==> src/pkg/ocl_pkg.sv <==
// Purpose: shared constants and types for the configuration loader
// Assumes: store words are 16 bits, read one address per request
// Notes: store map and default image are local choices
package ocl_pkg;
    localparam int OCL_AW = 4;
    localparam int OCL_DW = 16;
    localparam int OCL_WORDS = 8;
    // word addresses in the configuration store
    localparam logic [3:0] OCL_A_VENDOR = 4'h0;
    localparam logic [3:0] OCL_A_PRODUCT = 4'h1;
    localparam logic [3:0] OCL_A_POWER = 4'h2;
    localparam logic [3:0] OCL_A_FLAGS = 4'h3;
    localparam logic [3:0] OCL_A_PINS = 4'h4;
    localparam logic [3:0] OCL_A_GPIO = 4'h5;
    localparam logic [3:0] OCL_A_LAST = 4'h5;
    // fixed bus specification version
    localparam logic [15:0] OCL_BUS_VERSION = 16'h0200;
    // power word: bit 15 self-powered, bits 9:0 current in mA
    localparam int OCL_P_SELF = 15;
    localparam int OCL_P_MA_W = 10;
    localparam logic [9:0] OCL_MA_MAX = 10'h1f4;
    localparam logic [9:0] OCL_MA_DEF = 10'h064;
    // flags word bit positions
    localparam int OCL_F_WAKE = 0;
    localparam int OCL_F_SERIAL = 1;
    localparam int OCL_F_SUSP_EN = 2;
    localparam int OCL_F_SUSP_POL = 3;
    localparam int OCL_F_OPEN_DRAIN = 4;
    localparam int OCL_F_CHG_DIS = 5;
    localparam int OCL_F_CHG_POL = 6;
    localparam int OCL_F_EDGE_FALL = 7;
    localparam int OCL_F_ADDR_LSB = 8;
    localparam int OCL_ADDR_W = 7;
    localparam logic [6:0] OCL_ADDR_DEF = 7'h40;
    // pins word: bit 0 serial pin control, then two bits per serial pin
    localparam int OCL_N_SER = 6;
    localparam int OCL_N_GPIO = 4;
    localparam int OCL_SUSP_GPIO = 2;
    localparam int OCL_WAKE_GPIO = 3;
    // suspend pin actions
    typedef enum logic [1:0] {
        OCL_KEEP = 2'h0,
        OCL_TRISTATE = 2'h1,
        OCL_HIGH = 2'h2,
        OCL_LOW = 2'h3
    } ocl_act_e;
    typedef struct packed {
        logic [15:0] vendor_identifier;
        logic [15:0] product_identifier;
        logic [15:0] bus_version;
        logic self_powered;
        logic [9:0] max_current_ma;
        logic remote_wake;
        logic serial_string;
        logic suspend_out_en;
        logic suspend_out_pol;
        logic [6:0] slave_addr;
        logic gpio_open_drain;
        logic charger_en;
        logic charger_pol;
        logic wake_falling;
    } ocl_desc_s;
    typedef struct packed {
        logic out;
        logic oe;
    } ocl_pin_s;
    // defaults used when the store image is taken from nothing
    // wake on, indicator on and active high, charger active high, addr 40h
    localparam logic [15:0] OCL_DEF_FLAGS = 16'h404d;
    localparam logic [15:0] OCL_DEF_PINS = 16'h0000;
    localparam logic [15:0] OCL_DEF_GPIO = 16'h0055;
    localparam logic [15:0] OCL_DEF_POWER = {6'h00, OCL_MA_DEF};
    localparam logic [15:0] OCL_DEF_ID = 16'h1234;
endpackage

==> src/rtl/ocl_store.sv <==
// Purpose: configuration store image with registered read data
// Assumes: contents fixed at build time through the image parameter
// Notes: one-cycle read latency
`timescale 1ns/1ps
`default_nettype none
module ocl_store
    import ocl_pkg::*;
#(
    parameter logic [OCL_WORDS*OCL_DW-1:0] IMAGE = '0
) (
    // clock and reset
    input wire logic i_clock,
    input wire logic i_reset,
    // read port
    input wire logic [OCL_AW-1:0] i_addr,
    output logic [OCL_DW-1:0] o_data
);
    logic [OCL_DW-1:0] mem [OCL_WORDS];
    genvar g;
    generate
        for (g = 0; g < OCL_WORDS; g++) begin : g_word
            assign mem[g] = IMAGE[g*OCL_DW +: OCL_DW];
        end
    endgenerate
    always_ff @(posedge i_clock or posedge i_reset) begin
        if (i_reset) begin
            o_data <= '0;
        end else begin
            o_data <= mem[i_addr[2:0]];
        end
    end
endmodule // ocl_store
`default_nettype wire

==> src/rtl/ocl_suspend_pin.sv <==
// Purpose: one pad's drive during bus suspend
// Assumes: normal drive comes from the function logic
// Notes: keep freezes the value held at suspend entry
`timescale 1ns/1ps
`default_nettype none
module ocl_suspend_pin
    import ocl_pkg::*;
(
    // clock and reset
    input wire logic i_clock,
    input wire logic i_reset,
    // control
    input wire logic i_suspend,
    input wire logic i_ctrl,
    input wire logic [1:0] i_act,
    input wire logic i_open_drain,
    // pad
    input wire ocl_pin_s i_normal,
    output ocl_pin_s o_pad
);
    logic was_susp;
    ocl_pin_s held;
    ocl_pin_s next_pad;
    ocl_pin_s susp_drive;
    wire entry = i_suspend & ~was_susp;
    always_comb begin
        case (ocl_act_e'(i_act))
            OCL_KEEP: susp_drive = entry ? i_normal : held;
            OCL_TRISTATE: susp_drive = '{out: 1'b0, oe: 1'b0};
            OCL_HIGH: susp_drive = '{out: 1'b1, oe: 1'b1};
            OCL_LOW: susp_drive = '{out: 1'b0, oe: 1'b1};
            default: susp_drive = '{out: 1'b0, oe: 1'b0};
        endcase
    end
    wire ocl_pin_s pre = (i_suspend & i_ctrl) ? susp_drive : i_normal;
    // open drain only pulls low; a high becomes release
    assign next_pad.out = i_open_drain ? 1'b0 : pre.out;
    assign next_pad.oe = i_open_drain ? (pre.oe & ~pre.out) : pre.oe;
    always_ff @(posedge i_clock or posedge i_reset) begin
        if (i_reset) begin
            was_susp <= 1'b0;
            held <= '0;
            o_pad <= '0;
        end else begin
            was_susp <= i_suspend;
            if (entry) begin
                held <= i_normal;
            end
            o_pad <= next_pad;
        end
    end
endmodule // ocl_suspend_pin
`default_nettype wire

==> src/rtl/otp_config_loader.sv <==
// Purpose: load descriptor and pin configuration from the store
// Assumes: 40 MHz clock; bus reset arrives as a one-cycle pulse
// Notes: requests are held off until the load finishes
`timescale 1ns/1ps
`default_nettype none
module otp_config_loader
    import ocl_pkg::*;
#(
    parameter logic [OCL_WORDS*OCL_DW-1:0] IMAGE = {
        16'h0000, 16'h0000, OCL_DEF_GPIO, OCL_DEF_PINS,
        OCL_DEF_FLAGS, OCL_DEF_POWER, OCL_DEF_ID, OCL_DEF_ID}
) (
    // clock and reset
    input wire logic i_clock,
    input wire logic i_reset,
    // bus events
    input wire logic i_bus_reset,
    input wire logic i_suspend,
    input wire logic i_full_speed_only,
    input wire logic i_dedicated_charger,
    input wire logic i_enumerated,
    // normal drive of serial pins and gpios, and the wake pin level
    input wire ocl_pin_s [OCL_N_SER-1:0] i_ser_normal,
    input wire ocl_pin_s [OCL_N_GPIO-1:0] i_gpio_normal,
    input wire logic i_wake_pin,
    // loaded configuration and bus speed
    output logic o_ready,
    output ocl_desc_s o_desc,
    output logic o_high_speed,
    // pads
    output ocl_pin_s [OCL_N_SER-1:0] o_ser_pad,
    output ocl_pin_s [OCL_N_GPIO-1:0] o_gpio_pad,
    output logic o_charger_detect_output,
    output logic o_wake_event
);
    ////////////////////////////////////////////////////////////////
    typedef enum logic [1:0] {
        ST_IDLE = 2'b00,
        ST_ADDR = 2'b01,
        ST_READ = 2'b11,
        ST_DONE = 2'b10
    } ocl_state_e;
    ocl_state_e state;
    ocl_state_e next_state;
    logic [OCL_AW-1:0] addr;
    logic [OCL_AW-1:0] cap_addr;
    logic [OCL_DW-1:0] rdata;
    logic [OCL_DW-1:0] w_vendor;
    logic [OCL_DW-1:0] w_product;
    logic [OCL_DW-1:0] w_power;
    logic [OCL_DW-1:0] w_flags;
    logic [OCL_DW-1:0] w_pins;
    logic [OCL_DW-1:0] w_gpio;
    logic wake_prev;
    ocl_store #(
        .IMAGE(IMAGE)
    ) u_store (
        .i_clock(i_clock),
        .i_reset(i_reset),
        .i_addr(addr),
        .o_data(rdata)
    );
    ////////////////////////////////////////////////////////////////
    // load sequence; a bus reset restarts it at any point
    always_comb begin
        case (state)
            ST_IDLE: next_state = ST_ADDR;
            ST_ADDR: next_state = ST_READ;
            ST_READ: next_state = (cap_addr == OCL_A_LAST) ? ST_DONE
                                                           : ST_READ;
            ST_DONE: next_state = ST_DONE;
            default: next_state = ST_IDLE;
        endcase
        if (i_bus_reset) begin
            next_state = ST_IDLE;
        end
    end
    always_ff @(posedge i_clock or posedge i_reset) begin
        if (i_reset) begin
            state <= ST_IDLE;
            addr <= '0;
            cap_addr <= '0;
        end else begin
            state <= next_state;
            if (next_state == ST_IDLE) begin
                addr <= '0;
            end else if (addr != OCL_A_LAST) begin
                addr <= addr + 4'h1;
            end
            cap_addr <= addr;
        end
    end
    always_ff @(posedge i_clock or posedge i_reset) begin
        if (i_reset) begin
            w_vendor <= '0;
            w_product <= '0;
            w_power <= '0;
            w_flags <= '0;
            w_pins <= '0;
            w_gpio <= '0;
        // word 0 leaves the store while the sequence is still in ADDR
        end else if (state == ST_ADDR || state == ST_READ) begin
            case (cap_addr)
                OCL_A_VENDOR: w_vendor <= rdata;
                OCL_A_PRODUCT: w_product <= rdata;
                OCL_A_POWER: w_power <= rdata;
                OCL_A_FLAGS: w_flags <= rdata;
                OCL_A_PINS: w_pins <= rdata;
                OCL_A_GPIO: w_gpio <= rdata;
                default: w_flags <= w_flags;
            endcase
        end
    end
    ////////////////////////////////////////////////////////////////
    // descriptor decode
    wire self_pw = w_power[OCL_P_SELF];
    wire [9:0] raw_ma = w_power[OCL_P_MA_W-1:0];
    // out-of-range current saturates rather than over-promising
    wire [9:0] lim_ma = (raw_ma > OCL_MA_MAX) ? OCL_MA_MAX : raw_ma;
    ocl_desc_s next_desc;
    assign next_desc.vendor_identifier = w_vendor;
    assign next_desc.product_identifier = w_product;
    assign next_desc.bus_version = OCL_BUS_VERSION;
    assign next_desc.self_powered = self_pw;
    assign next_desc.max_current_ma = self_pw ? '0 : lim_ma;
    assign next_desc.remote_wake = w_flags[OCL_F_WAKE];
    assign next_desc.serial_string = w_flags[OCL_F_SERIAL];
    assign next_desc.suspend_out_en = w_flags[OCL_F_SUSP_EN];
    assign next_desc.suspend_out_pol = w_flags[OCL_F_SUSP_POL];
    assign next_desc.slave_addr =
        w_flags[OCL_F_ADDR_LSB +: OCL_ADDR_W];
    assign next_desc.gpio_open_drain = w_flags[OCL_F_OPEN_DRAIN];
    assign next_desc.charger_en = ~w_flags[OCL_F_CHG_DIS];
    assign next_desc.charger_pol = w_flags[OCL_F_CHG_POL];
    assign next_desc.wake_falling = w_flags[OCL_F_EDGE_FALL];
    wire loaded = (state == ST_DONE);
    ////////////////////////////////////////////////////////////////
    // pads: suspend actions only once the configuration is valid
    wire susp_act = i_suspend & loaded;
    genvar g;
    generate
        for (g = 0; g < OCL_N_SER; g++) begin : g_ser
            ocl_suspend_pin u_pin (
                .i_clock(i_clock),
                .i_reset(i_reset),
                .i_suspend(susp_act),
                .i_ctrl(1'b1),
                // without pin control the serial pins float
                .i_act(w_pins[0] ? w_pins[2*g+1 +: 2]
                                 : 2'(OCL_TRISTATE)),
                .i_open_drain(1'b0),
                .i_normal(i_ser_normal[g]),
                .o_pad(o_ser_pad[g])
            );
        end
        for (g = 0; g < OCL_N_GPIO; g++) begin : g_gpio
            // suspend indicator pin replaces its normal drive
            wire is_ind = (g == OCL_SUSP_GPIO) & next_desc.suspend_out_en
                & loaded;
            wire ocl_pin_s norm = is_ind ?
                ocl_pin_s'{out: susp_act ~^ next_desc.suspend_out_pol,
                  oe: 1'b1} : i_gpio_normal[g];
            ocl_suspend_pin u_pin (
                .i_clock(i_clock),
                .i_reset(i_reset),
                .i_suspend(susp_act),
                .i_ctrl(~is_ind),
                .i_act(w_gpio[2*g +: 2]),
                .i_open_drain(next_desc.gpio_open_drain & loaded),
                .i_normal(norm),
                .o_pad(o_gpio_pad[g])
            );
        end
    endgenerate
    ////////////////////////////////////////////////////////////////
    // charger detect and wake edge
    wire chg_on = loaded & next_desc.charger_en & i_suspend
        & i_dedicated_charger & ~i_enumerated;
    wire next_chg = chg_on ~^ next_desc.charger_pol;
    wire wake_edge = next_desc.wake_falling ? (wake_prev & ~i_wake_pin)
                                            : (~wake_prev & i_wake_pin);
    always_ff @(posedge i_clock or posedge i_reset) begin
        if (i_reset) begin
            o_ready <= 1'b0;
            o_desc <= '0;
            o_high_speed <= 1'b0;
            o_charger_detect_output <= 1'b0;
            wake_prev <= 1'b0;
            o_wake_event <= 1'b0;
        end else begin
            o_ready <= loaded & ~i_bus_reset;
            o_desc <= next_desc;
            o_high_speed <= ~i_full_speed_only;
            o_charger_detect_output <= loaded ? next_chg : 1'b0;
            wake_prev <= i_wake_pin;
            o_wake_event <= loaded & wake_edge;
        end
    end
endmodule // otp_config_loader
`default_nettype wire

==> config.mk <==
export PLATFORM = sky130hd
export DESIGN_NAME = otp_config_loader
export DESIGN_NICKNAME = d
export VERILOG_FILES = /design/src/pkg/ocl_pkg.sv /design/src/rtl/ocl_store.sv /design/src/rtl/ocl_suspend_pin.sv /design/src/rtl/otp_config_loader.sv
export SDC_FILE = /design/constraint.sdc
export NUM_CORES = 1
export LEC_CHECK = 0
export BUFFER_PORTS_ARGS = -buffer_cell sky130_fd_sc_hd__buf_2
export CAP_MARGIN = 10
export CELL_PAD_IN_SITES_DETAIL_PLACEMENT = 0
export CELL_PAD_IN_SITES_GLOBAL_PLACEMENT = 2
export CORE_UTILIZATION = 38
export CTS_BUF_LIST = sky130_fd_sc_hd__clkbuf_16
export DETAILED_ROUTE_END_ITERATION = 6
export PLACE_DENSITY_LB_ADDON = 0.1
export SETUP_SLACK_MARGIN = 0.02
export SLEW_MARGIN = 5
export SYNTH_ARGS = -nofsm -noshare
export SYNTH_HDL_FRONTEND = slang
export SYNTH_SLANG_ARGS = --single-unit
export TNS_END_PERCENT = 100
==> constraint.sdc <==
create_clock -name i_clock -period 8.6 [get_ports i_clock]
set_input_delay 1.29 -clock i_clock [delete_from_list [all_inputs] [get_ports i_clock]]
set_output_delay 1.29 -clock i_clock [all_outputs]
set_load 0.05 [all_outputs]
Word-level counts from Yosys, hierarchy flattened
Memories as Yosys holds them, arrays and structs flattened. A register that Yosys moved wholly into a read port is not among the register bits.
Cells that the tools add are included.
{ "word_totals": {"reg_bits": 199, "rom_bits": 128, "output_inout_bits": 98, "n_memories": 1} }
{ "op_classes": {"n_addsub": 1, "magnitude_cmp": 1, "n_eq_ne": 39, "n_mux": 54, "bitwise_logic": 32, "n_reduce_logical": 21} }
{ "mem_list": {"columns": ["memory", "words", "word_bits", "read_ports", "rd_ports_with_merged_regs", "wr", "line_no", "text"], "rows": [
  ["(name not given)", 8, 16, 1, 1, 0, "ocl_store.sv:29", "o_data <= mem[i_addr[2:0]];"]
]} }
{ "op_table": {"columns": ["operator", "n"], "rows": [
  ["$pmux 2 s4", 11],
  ["$mux 2", 28],
  ["$eq 2x2->1 const B", 22],
  ["$logic_not 2->1", 12],
  ["$eq 2x1->1 const B", 11],
  ["$mux 10", 2],
  ["$and 1x1->1", 17],
  ["$not 1->1", 12],
  ["$reduce_and 2->1", 6],
  ["$mux 1", 11],
  ["$gt 10x9->1 const B", 1],
  ["$eq 4x2->1 const B", 2],
  ["$eq 4x3->1 const B", 2],
  ["$mux 4", 2],
  ["$add 4x1->4 const B", 1],
  ["$eq 4x1->1 const B", 1],
  ["$logic_not 4->1", 1],
  ["$ne 4x3->1 const B", 1],
  ["$not 3->4", 1],
  ["$reduce_bool 2->1", 1],
  ["$xnor 1x1->1", 2],
  ["$logic_or 1x1->1", 1]
]} }

Logic depth before layout (Yosys ltp)
Gate-level depths: netlist (run 1).
{ "logic_depth": {"depth_word": 10, "ltp_mapped": 6, "ltp_nobuf": 6} }

Modules after synthesis
Synthesis (run 1) repeated with hierarchy kept, for this count alone.
{ "unflattened": {"cells_unflattened": 567, "hier_area_um2": 8121.5} }
{ "modules_own_cells": {"columns": ["module", "n_inst", "cells_per_inst", "area_per_inst_um2", "seq_area_each_um2"], "rows": [
  ["otp_config_loader", 1, 337, 5407.7, 3828.7],
  ["ocl_suspend_pin", 10, 20, 240.2, 125.1],
  ["ocl_store", 1, 30, 311.5, 175.2]
]} }

Least setup slack after synthesis (run 1)
OpenSTA, ideal clock, no wires.
{ "synth_timing": {"path_type": "input -> register", "startpoint": "input port i_suspend", "endpoint": "register g_ser[1].u_pin.o_pad[0] (netlist bit)", "setup_time_ps": 121, "arrival_time_ps": 2249, "required_time_ps": 8479, "setup_slack_ps": 6230, "cell_stages": 5, "path_cell_list": "and4bb_1 -> buf_6 -> mux2_4 -> a21o_1 -> a22o_1"} }
{ "synth_lines": {"columns": ["item", "line_no", "text"], "rows": [
  ["start, declared", "otp_config_loader.sv:18", "input wire logic i_suspend,"],
  ["end signal, assigned", "ocl_suspend_pin.sv:49", "o_pad <= next_pad;"],
  ["end, declared", "ocl_suspend_pin.sv:19", "output ocl_pin_s o_pad"]
]} }

==> out/results.tsv, run 1 <==
stage	metric	value	unit
power	p_per_area	348	nW/um2
yosys	syn_avg_cell_area	13.5	um2
floorplanning	ioPinCount	126	
yosys	ys_seq_area_frac	0.620	
critical_path	setup.worst_path.end	g_ser[1].u_pin.o_pad[0]	
sta	rsz0062_at_grt	no	
critical_path	crit_fanout	23	
global_routing	gr-usage-all-layers	0.154	
place	place_congestion	0.730	
clock_network	cts_tree	done	
finish	area_delta_synth_final	18.8	%
yosys	yosysWarnings	0	
global_routing	antenna_found_initial	0	
clock_network	cts.repair.resized	0	
detailed_routing	drtIter0Drc	166	
critical_path	r2r-start	g_gpio[1].u_pin.was_susp	
floorplanning	die_w	121	um
clock_network	cts_max_level	4	
finish	design_area	6380	um2
power	peakVddDrop	0.170	mV
critical_path	critPathLaunch	i_suspend	
global_routing	globalRouteOverflowTotal	0	
yosys	synthTopCellsByArea	dfrtp_1, mux2_2, buf_4	
detailed_routing	drc	2	
worst_hold_path	hp-class	flop to flop	
floorplanning	die_h	121	um
yosys	ys_ff_latch	133	
yosys	synth.largest_area_cell	dfrtp_1	
place	dpl.hpwl	6810	um
global_routing	grt_max_degree	84	
floorplanning	num_rows	43	
critical_path	required	8900	ps
yosys	syn_area	5370	um2
sta	fmax	418	MHz
finish	final_nets	519	
yosys	synth_cell_types	53	
place	port_buffers	87	
yosys	synth_cells	397	
floorplanning	dieArea	14600	um2
clock_network	numCtsBuffers	17	
critical_path	worstSetupPathType	input port to flop	
clock_network	clockRootBuffer	clkbuf_16	
run	max_cap_violations	0	
sta	slew_viol_final	0	
finish	drive_gt1_frac	0.386	
critical_path	reg2reg_slack	6600	ps
finish	num_antenna_cells	0	
clock_network	clk_pin_slew	50	ps
finish	final_cell_count_no_fill	680	
detailed_routing	wl	10400	um
yosys	yosys_most_used_dff	dfrtp_1	
detailed_routing	num_vias	3122	
sta	report.final.hold_viol_count	0	
power	p_leak	3.05	nW
sta	timing.final.crit_share	0.278	
sta	fin_crit	2390	ps
clock_network	clk_latency	410	ps
critical_path	crit_arrival	2700	ps
yosys	synthArstFlopShare	1.00	
global_routing	grt_pass1_wl	16500	um
clock_network	post_cts_buffers	0	
critical_path	cp-end-kind	flop	
outcome	violations	design-rule violations	
outcome	outcome	finished with violations	
yosys	synth_edf_count	0	
finish	postLayoutCoreUtil	0.461	
place	dp_cells	648	
sta	slew_headroom	0.363	
place	place_area	5760	um2
detailed_routing	wl_per_cell	15.3	um
sta	worst_pin_slew	947	ps
detailed_routing	routed_via_density	4.59	
clock_network	holdBufCountCts	0	
detailed_routing	dr.pass1.iters	6	
detailed_routing	ant_nets	0	
critical_path	rr_endpoint	g_ser[1].u_pin.o_pad[0]	
sta	setup_tns	0	ps
critical_path	start_kind	input port	
clock_network	cts.path.max_buffers	2	
floorplanning	initial_core_util	0.388	
clock_network	cts_sinks	133	
sta	fin_skew	4.42	ps
sta	setup_viol	0	
floorplanning	core	13800	um2
global_routing	grt_pass1_vias	3035	
yosys	synth_top_area_frac	0.620	
critical_path	r2r_cells	5	
==> cell usage after synthesis, types with 2 or more instances <==
| library cell | number |
|---|---|
| a21o_1 | 2 |
| a21oi_1 | 7 |
| a22o_1 | 4 |
| a22oi_1 | 2 |
| a31oi_1 | 5 |
| and2_1 | 3 |
| buf_2 | 2 |
| buf_4 | 45 |
| buf_6 | 4 |
| clkbuf_1 | 3 |
| conb_1 | 2 |
| dfrtp_1 | 133 |
| ha_1 | 4 |
| inv_1 | 11 |
| mux2_2 | 46 |
| mux2_4 | 13 |
| mux2i_1 | 2 |
| nand2_1 | 19 |
| nand3_1 | 2 |
| nand3b_1 | 3 |
| nor2_1 | 28 |
| nor2b_1 | 8 |
| nor3b_1 | 3 |
| o21a_1 | 2 |
| o21ai_0 | 10 |
| o21ai_1 | 2 |
| o22ai_1 | 2 |
| or2_2 | 4 |
| xor2_1 | 2 |
==> where the power goes <==
group	leakage, nW	switching, W	internal (W)	total [W]
sequential	1.59	0.000110	0.000792	0.000901
combinational	1.16	0.000393	0.000176	0.000569
clock	0.295	0.000269	0.000481	0.000751
total	3.05	0.000772	0.00145	0.00222
==> through the flow <==
stage                     total power [W]  hold WS [ps]  setup slack, ps
after floorplan                   0.00137           350             3760
after global placement            0.00148           359             5790
after detailed placement          0.00149           359             5780
after CTS                         0.00225           372             6220
after global routing              0.00232           374             6140
final                             0.00222           369             6210
==> flip-flops by register name, indices dropped and copies added, names as in the netlist, 2 cells and up <==
name / flops
w_flags: 7
w_gpio: 6
g_gpio.u_pin.o_pad: 8
cap_addr: 4
w_vendor: 7
g_gpio.u_pin.held: 8
addr: 4
state: 2
g_ser.u_pin.held: 12
w_power: 7
o_desc: 29
w_pins: 7
w_product: 7
g_ser.u_pin.o_pad: 12
u_store.o_data: 7
==> per-layer routing <==
metal / GRT usage / up-vias / part of all wire
li1: - / 1452 / -
met1: 0.205 / 1561 / 0.46
met2: 0.230 / 92 / 0.47
met3: 0.0423 / 17 / 0.049
met4: 0.0779 / 0 / 0.018
met5: 0 / - / 0
==> worst max-delay path, cell delays in order <==
cell and delay, ps:
buf_2 160, and4bb_1 200, buf_4 320, mux2_4 340, a21o_1 180, a22o_1 180
==> cell usage in the layout (no fill, tap or decap), types with 3 or more instances in the layout <==
master	count
dfrtp_1	133
buf_2	87
mux2_2	46
conb_1	39
nor2_1	28
nand2_1	19
clkbuf_16	17
mux2_4	13
inv_1	12
o21ai_0	10
nor2b_1	8
a21oi_1	7
a31oi_1	5
a22o_1	4
or2_2	4
ha_1	4
bufinv_16	4
clkinvlp_4	4
nor3b_1	3
nand3b_1	3
and2_1	3
==> cell type report <==
class | count | area (um2)
fillers | 1266 | 7450
multi-input cells | 234 | 1710
repair buffers | 89 | 450
flip-flops and latches | 133 | 3330
inverters | 12 | 50.0
clock buffers | 17 | 425
clock inverters | 15 | 189
well taps | 180 | 225
==> kinds of logic (layout without fill, tap and decap cells) <==
group	after synthesis	in the layout	share of synthesized area
multiplexers	61	61	0.137
flip-flops	133	133	0.620
adder cells (fa/ha/maj)	4	4	0.00932
other	2	39	0.00140
buffers and inverters	67	133	0.0874
XOR/XNOR	3	3	0.00489
AO/OA/AOI/OAI	43	43	0.0543
AND/OR/NAND/NOR	84	84	0.0862
==> worst min path at each step <==
stage | to | cells after the start | slack, ps | from
3_3_place_gp | o_desc[58] | 0 | 360 | w_vendor[0]
2_1_floorplan | o_desc[42] | 0 | 350 | w_product[0]
3_5_place_dp | o_desc[45] | 0 | 360 | w_product[3]
5_1_grt | o_desc[58] | 0 | 370 | w_vendor[0]
6_report | o_desc[63] | 0 | 370 | w_vendor[5]
4_1_cts | o_desc[58] | 0 | 370 | w_vendor[0]
Note: power is estimated with default switching activity, not from simulation.
==> inputs of run 2 (changes only) <==
Settings changed: ABC_AREA from default to 1, CORE_UTILIZATION 38 to 33.
Clock period 8.6 ns to 2.45 ns, I/O delays scaled along.
==> run 2 against run 1 <==
  * The run now ends clean
  * Critical endpoint is now g_gpio[2].u_pin.o_pad[0]
  * Sequential share of layout area is 0.58 points higher
  * Setup slack lost 5400 ps
  * Largest cell class unchanged
  * Sequential power rose to 3.4 times the previous value
  * Count of clock-buffer cells in the layout did not move
  * Register-to-register slack worse by 5800 ps
  * Clock power rose to 3.5 times the previous value
  * Combinational power increased to 3.5 times the previous value
  * Final cell count increased by 21%
  * Worst hold slack got worse by 320 ps
  * Via count up 9.7%
  * Non-clock buffer count grew 7
==> out/results.tsv, run 2 <==
stage	metric	value	unit	change
yosys	ys_ff_latch	133		unchanged
detailed_routing	dr_wl_met3	470	um	was 507 um
floorplanning	die_h	127	um	was 121 um
floorplanning	die_w	127	um	was 121 um
power	combPwrFrac	0.258		was 0.256
global_routing	antenna_found_initial	0		unchanged
clock_network	holdBufCountCts	0		unchanged
clock_network	cts.path.max_buffers	2		unchanged
critical_path	path_delay_family	simple AND/OR/NAND/NOR gates		was buffers and inverters
detailed_routing	dr_wl_met2	4840	um	was 4860 um
power	p_leak	3.25	nW	was 3.05 nW
finish	top_register	o_desc		unchanged
clock_network	clockRootBuffer	clkbuf_16		unchanged
sta	timing.final.crit_share	0.657		
critical_path	crit_buf_inv	2		unchanged
detailed_routing	dr.pass1.iters	6		unchanged
power	peakVddDrop	0.512	mV	was 0.170 mV
critical_path	max_stage_delay	400	ps	was 340 ps
place	place_congestion	0.721		was 0.730
clock_network	post_cts_buffers	0		unchanged
worst_hold_path	hp-class	input port to async pin		was flop to flop
place	dp_cells	793		was 648
power	p_seq_frac	0.399		was 0.406
sta	fin_crit	1610	ps	
detailed_routing	routed_via_density	4.15		was 4.59
critical_path	crit_fanout	15		was 23
detailed_routing	m1WireLength	5430	um	was 4820 um
sta	report.final.hold_viol_count	0		unchanged
clock_network	cts_tree	done		unchanged
global_routing	globalRouteOverflowTotal	0		unchanged
critical_path	start_kind	flop		was input port
global_routing	gr-usage-all-layers	0.150		was 0.154
finish	final_cell_mix	dfrtp_1, nand2_1, buf_2, o21ai_0, inv_1		was dfrtp_1, buf_2, mux2_2, conb_1, nor2_1
global_routing	grt_pass1_vias	3310		was 3,035
critical_path	cp-end-kind	flop		unchanged
outcome	outcome	finished, final reports clean		was finished with violations
critical_path	worstSetupPathType	flop to flop		was input port to flop
finish	num_antenna_cells	0		unchanged
detailed_routing	top_layer	met4		unchanged
detailed_routing	wl_per_cell	13.2	um	was 15.3 um
yosys	syn_area	5160	um2	was 5370 um2
run	max_cap_violations	0		unchanged
critical_path	required	2720	ps	was 8900 ps
sta	setup_slack	840	ps	was 6210 ps
detailed_routing	drtIter0Drc	207		was 166
finish	top_regs	o_desc: 29 flops, g_ser.u_pin.held: 12 flops, g_ser.u_pin.o_pad: 12 flops		unchanged
clock_network	clk_pin_slew	60	ps	was 50 ps
clock_network	numCtsBuffers	17		unchanged
detailed_routing	ant_nets	0		unchanged
sta	fin_skew	7.28	ps	was 4.42 ps
detailed_routing	num_vias	3424		was 3,122
global_routing	grt_max_degree	45		was 84
power	p_sw	0.00277	W	was 0.000772 W
finish	fillers	1507		was 1,266
clock_network	cts_sinks	133		unchanged
critical_path	r2r_cells	9		was 5
finish	area_delta_synth_final	22.3	%	was 18.8%
sta	setup_viol	0		unchanged
finish	layout_commonest_cell	dfrtp_1		unchanged
yosys	synthArstFlopShare	1.00		unchanged
critical_path	path_depth	9		was 6
yosys	synth_top_area_frac	0.645		was 0.620
yosys	syn_avg_cell_area	10.2	um2	was 13.5 um2
floorplanning	dieArea	16100	um2	was 14,600 um2
finish	final_cell_count_no_fill	825		was 680
floorplanning	ioPinCount	126		unchanged
yosys	synthTopCellsByArea	dfrtp_1, nand2_1, buf_4		was dfrtp_1, mux2_2, buf_4
finish	multi_input_area	1350	um2	was 1710 um2
power	clockPowerShare	0.342		was 0.338
yosys	synth_commonest_cells	dfrtp_1, nand2_1, inv_1, o21ai_0, buf_4		was dfrtp_1, mux2_2, buf_4, nor2_1, nand2_1
critical_path	crit_arrival	1880	ps	was 2700 ps
yosys	synth_cells	506		was 397
critical_path	path_cells	inv_2 -> nand2_2 -> nor2_4 -> buf_4 -> nand2_1 -> nor2_1 -> nand2_1 -> nand2_1 -> a21oi_1		was buf_2 -> and4bb_1 -> buf_4 -> mux2_4 -> a21o_1 -> a22o_1
floorplanning	initial_core_util	0.338		was 0.388
finish	largest_reg_flops	29		unchanged
yosys	synth_cell_types	28		was 53
clock_network	cts_max_level	4		unchanged
floorplanning	num_rows	45		was 43
sta	worst_pin_slew	668	ps	was 947 ps
clock_network	clk_latency	420	ps	was 410 ps
clock_network	cts.repair.resized	0		unchanged
global_routing	grt_pass1_wl	17900	um	was 16,500 um
yosys	yosysWarnings	0		unchanged
power	switching_share	0.361		was 0.348
critical_path	crit_slowest_cell	dfrtp_1		was mux2_4
power	p_int	0.00491	W	was 0.00145 W
sta	setup_tns	0	ps	unchanged
place	port_buffers	87		unchanged
sta	slew_headroom	0.553		was 0.363
yosys	synth.most_common_cell	dfrtp_1		unchanged
power	p_per_area	1220	nW/um2	was 348 nW/um2
sta	rsz0062_at_grt	no		unchanged
finish	drive_gt1_frac	0.226		was 0.386
place	dpl.hpwl	7460	um	was 6810 um
finish	regArea	3330	um2	unchanged
detailed_routing	wl	10900	um	was 10,400 um
sta	slew_viol_final	0		unchanged
detailed_routing	drc	0		was 2
place	place_ws	849	ps	was 5780 ps
yosys	yosys_most_used_dff	dfrtp_1		unchanged
yosys	ys_seq_area_frac	0.645		was 0.620
yosys	synth.largest_area_cell	dfrtp_1		unchanged
floorplanning	core	15300	um2	was 13,800 um2
critical_path	path_common_cell	nand2_1		
yosys	synth_edf_count	0		unchanged
sta	fmax	621	MHz	
finish	final_nets	633		was 519
[run 2: worst paths after layout]
| check | startpoint | to | slack [ps] |
|---|---|---|---|
| max in group asynchronous | i_reset | w_power[0] | 1680 |
| setup / recovery | state[0] | g_gpio[2].u_pin.o_pad[0] | 840 |
| hold / removal | i_reset | w_vendor[3] | 50 |
| hold reg to reg | w_product[5] | o_desc[47] | 380 |
| setup reg to reg | state[0] | g_gpio[2].u_pin.o_pad[0] | 840 |
| min in group i_clock | i_wake_pin | wake_prev | 70 |
[run 2: metrics by stage]
stage / utilization / power [W] / hold slack, ps / instance area [um2]
final: 0.413 / 0.00767 / 51.1 / 6310
after global routing: 0.413 / 0.00810 / 59.3 / 6310
after CTS: 0.413 / 0.00778 / 48.6 / 6310
after detailed placement: 0.373 / 0.00512 / 365 / 5700
after global placement: 0.373 / 0.00510 / 362 / 5700
after floorplan: - / 0.00468 / 354 / 5300
[run 2: layer usage]
| metal | global-route usage | up-vias |
|---|---|---|
| met2 | 0.214 | 90 |
| met3 | 0.0398 | 13 |
| met1 | 0.211 | 1625 |
| met5 | 0 | - |
| met4 | 0.0735 | 0 |
| li1 | - | 1696 |
[run 2: worst register-to-register path, cell delays in order, from the launching register on]
cell and delay [ps]:
dfrtp_1 400, inv_2 120, nand2_2 130, nor2_4 110
buf_4 220, nand2_1 140, nor2_1 160, nand2_1 90
nand2_1 60, a21oi_1 60
[run 2: cell type report]
| class | count | area share |
|---|---|---|
| sequential | 133 | 0.528 |
| multi-input combinational | 294 | 0.214 |
| timing repair buffer | 96 | 0.0837 |
| clock buffer | 17 | 0.0674 |
| tap | 211 | 0.0418 |
| inverter | 59 | 0.0357 |
| clock inverter | 15 | 0.0296 |
[run 2: power by group through the flow]
stage | registers [W] | clock network [W] | logic, W
6_report | 0.00306 | 0.00263 | 0.00198
5_1_grt | 0.00314 | 0.00280 | 0.00215
4_1_cts | 0.00308 | 0.00269 | 0.00201
3_5_place_dp | 0.00311 | 0 | 0.00201
3_3_place_gp | 0.00310 | 0 | 0.00200
2_1_floorplan | 0.00377 | 0 | 0.000911
[run 2: kinds of logic (layout without fill, tap and decap cells)]
group,after synthesis,after routing,synth area share
AO/OA/AOI/OAI,91,91,0.0926
XOR/XNOR,2,2,0.00340
adder cells (fa/ha/maj),4,4,0.00970
buffers and inverters,116,187,0.120
flip-flops,133,133,0.645
other,2,39,0.00146
AND/OR/NAND/NOR,158,158,0.128
==> inputs of run 3 (changes only) <==
Clock period 2.45 ns to 1.5 ns, I/O delays scaled along.
==> run 3 against run 2 <==
  * Flip-flop and latch count stayed put
  * Register-to-register slack got worse by 780 ps
  * Critical endpoint unchanged
  * Sequential share of layout area shrank 2.6 points
  * Global-route usage rose by 0.16 points
  * Largest power group unchanged
==> out/results.tsv, run 3 (synthesized netlist as in run 2, its figures left out) <==
stage	metric	value	unit	change
finish	drive_gt1_frac	0.288		was 0.226
sta	fmax	694	MHz	was 621 MHz
clock_network	cts_max_level	4		unchanged
global_routing	globalRouteOverflowTotal	0		unchanged
clock_network	clockRootBuffer	clkbuf_16		unchanged
power	total_power	0.0126	W	was 0.00767 W
clock_network	cts_sinks	133		unchanged
power	clockPowerShare	0.332		was 0.342
sta	rsz0062_at_grt	yes		was no
finish	final_nets	652		was 633
floorplanning	ioPinCount	126		unchanged
detailed_routing	wl_per_cell	13.5	um	was 13.2 um
power	p_per_area	1900	nW/um2	was 1220 nW/um2
finish	fillers	1529		was 1,507
detailed_routing	num_vias	3556		was 3,424
detailed_routing	wl	11400	um	was 10,900 um
critical_path	max_stage_delay	380	ps	was 400 ps
power	p_seq_frac	0.398		was 0.399
finish	num_antenna_cells	0		unchanged
power	p_leak	3.41	nW	was 3.25 nW
sta	setup_tns	0	ps	unchanged
finish	postLayoutCoreUtil	0.435		was 0.413
sta	fin_skew	5.34	ps	was 7.28 ps
clock_network	clk_pin_slew	50	ps	was 60 ps
sta	setup_viol	0		unchanged
critical_path	cp-end-kind	flop		unchanged
power	p_int	0.00810	W	was 0.00491 W
place	dpl.hpwl	7610	um	was 7460 um
detailed_routing	drc	0		unchanged
finish	final_cell_mix	dfrtp_1, nand2_1, buf_2, inv_1, o21ai_0		was dfrtp_1, nand2_1, buf_2, o21ai_0, inv_1
detailed_routing	drtIter0Drc	248		was 207
global_routing	grt_pass1_vias	3421		was 3,310
finish	largest_reg_flops	29		unchanged
critical_path	crit_fanout	8		was 15
power	peakVddDrop	0.935	mV	was 0.512 mV
clock_network	numCtsBuffers	17		unchanged
floorplanning	die_w	127	um	unchanged
critical_path	path_delay_family	simple AND/OR/NAND/NOR gates		unchanged
floorplanning	dieArea	16100	um2	unchanged
power	p_sw	0.00454	W	was 0.00277 W
sta	holdWs	43.0	ps	was 51.1 ps
floorplanning	die_h	127	um	unchanged
power	combPwrFrac	0.271		was 0.258
power	switching_share	0.359		was 0.361
run	max_cap_violations	0		unchanged
sta	fin_crit	1440	ps	was 1610 ps
worst_hold_path	hp-class	input port to flop		was input port to async pin
floorplanning	num_rows	45		unchanged
global_routing	antenna_found_initial	0		unchanged
critical_path	worstSetupPathType	flop to flop		unchanged
place	dp_cells	806		was 793
critical_path	path_cells	inv_2 -> nand2_4 -> nor2_4 -> nand2_4 -> buf_12 -> nand2_2 -> nand3_1 -> nand2_1 -> nand2_1 -> a21oi_2		was inv_2 -> nand2_2 -> nor2_4 -> buf_4 -> nand2_1 -> nor2_1 -> nand2_1 -> nand2_1 -> a21oi_1
finish	final_cell_count_no_fill	844		was 825
global_routing	grt_pass1_wl	18100	um	was 17,900 um
global_routing	gr-usage-all-layers	0.152		was 0.150
clock_network	cts.path.max_buffers	2		unchanged
floorplanning	initial_core_util	0.338		unchanged
finish	area_delta_synth_final	28.8	%	was 22.3%
critical_path	required	1840	ps	was 2720 ps
detailed_routing	routed_via_density	4.21		was 4.15
critical_path	crit_arrival	1780	ps	was 1880 ps
critical_path	crit_buf_inv	2		unchanged
clock_network	cts_tree	done		unchanged
sta	slew_viol_final	0		unchanged
sta	timing.final.crit_share	0.961		was 0.657
global_routing	grt_max_degree	60		was 45
finish	top_register	o_desc		unchanged
clock_network	clk_latency	420	ps	about the same
detailed_routing	dr.pass1.iters	4		was 6
outcome	outcome	finished, final reports clean		unchanged
place	port_buffers	87		unchanged
critical_path	crit_slowest_cell	dfrtp_1		unchanged
critical_path	start_kind	flop		unchanged
detailed_routing	ant_nets	0		unchanged
floorplanning	core	15300	um2	unchanged
finish	layout_commonest_cell	dfrtp_1		unchanged
sta	report.final.hold_viol_count	0		unchanged
place	place_congestion	0.726		was 0.721
finish	top_regs	o_desc: 29 flops, g_ser.u_pin.held: 12 flops, g_ser.u_pin.o_pad: 12 flops		unchanged
-- run 3: per-layer routing --
| metal | vias to the layer above | wire (um) | GRT usage | part of all wire |
|---|---|---|---|---|
| met5 | - | 0 | 0 | 0 |
| met4 | 0 | 199 | 0.0714 | 0.018 |
| met3 | 14 | 548 | 0.0415 | 0.048 |
| met2 | 103 | 5160 | 0.223 | 0.45 |
| met1 | 1690 | 5460 | 0.208 | 0.48 |
| li1 | 1749 | - | - | - |
-- run 3: per-stage QoR --
step / worst slack (ps) / cell area, um2
after floorplan: -376 / 5300
after global placement: 81.7 / 5820
after detailed placement: 73.7 / 5820
after CTS: 67.6 / 6450
after global routing: -86.7 / 6640
final: 58.8 / 6640
-- run 3: power by group through the flow --
stage                     sequential, W  combinational, W  clock, W
after CTS                       0.00503           0.00334   0.00430
after floorplan                 0.00615           0.00149         0
after detailed placement        0.00508           0.00333         0
after global routing            0.00517           0.00371   0.00446
after global placement          0.00506           0.00331         0
final                           0.00503           0.00342   0.00419
-- run 3: final timing paths --
kind	slack (ps)	from	cells after the start	to
max in group asynchronous	540	i_reset	4	addr[0]
max reg2reg	60	state[0]	10	g_gpio[2].u_pin.o_pad[0]
max	60	state[0]	10	g_gpio[2].u_pin.o_pad[0]
min in group asynchronous	320	i_reset	3	w_vendor[6]
min	40	i_ser_normal[8]	3	g_ser[4].u_pin.o_pad[0]
min reg2reg	370	w_vendor[5]	0	o_desc[63]
-- run 3: tightest hold or removal path: stages --
cell and delay [ps]:
buf_2 90, nand2_1 40, o21ai_0 60
-- run 3: cell type report --
class	instances	area, um2	share of cell area
Clock buffer	17	425	0.0640
Sequential cell	133	3330	0.501
Inverter	59	225	0.0339
Clock inverter	15	173	0.0260
Tap cell	211	264	0.0397
Timing Repair Buffer	115	742	0.112
Multi-Input combinational cell	294	1490	0.224
-- run 3: what timing repair did --
item	4_1_cts	5_1_grt
endpoints found under the setup margin	0	15
setup buffers	0	1
gates resized for setup	0	48
hold buffers	3	0
hold endpoints to repair	12	0
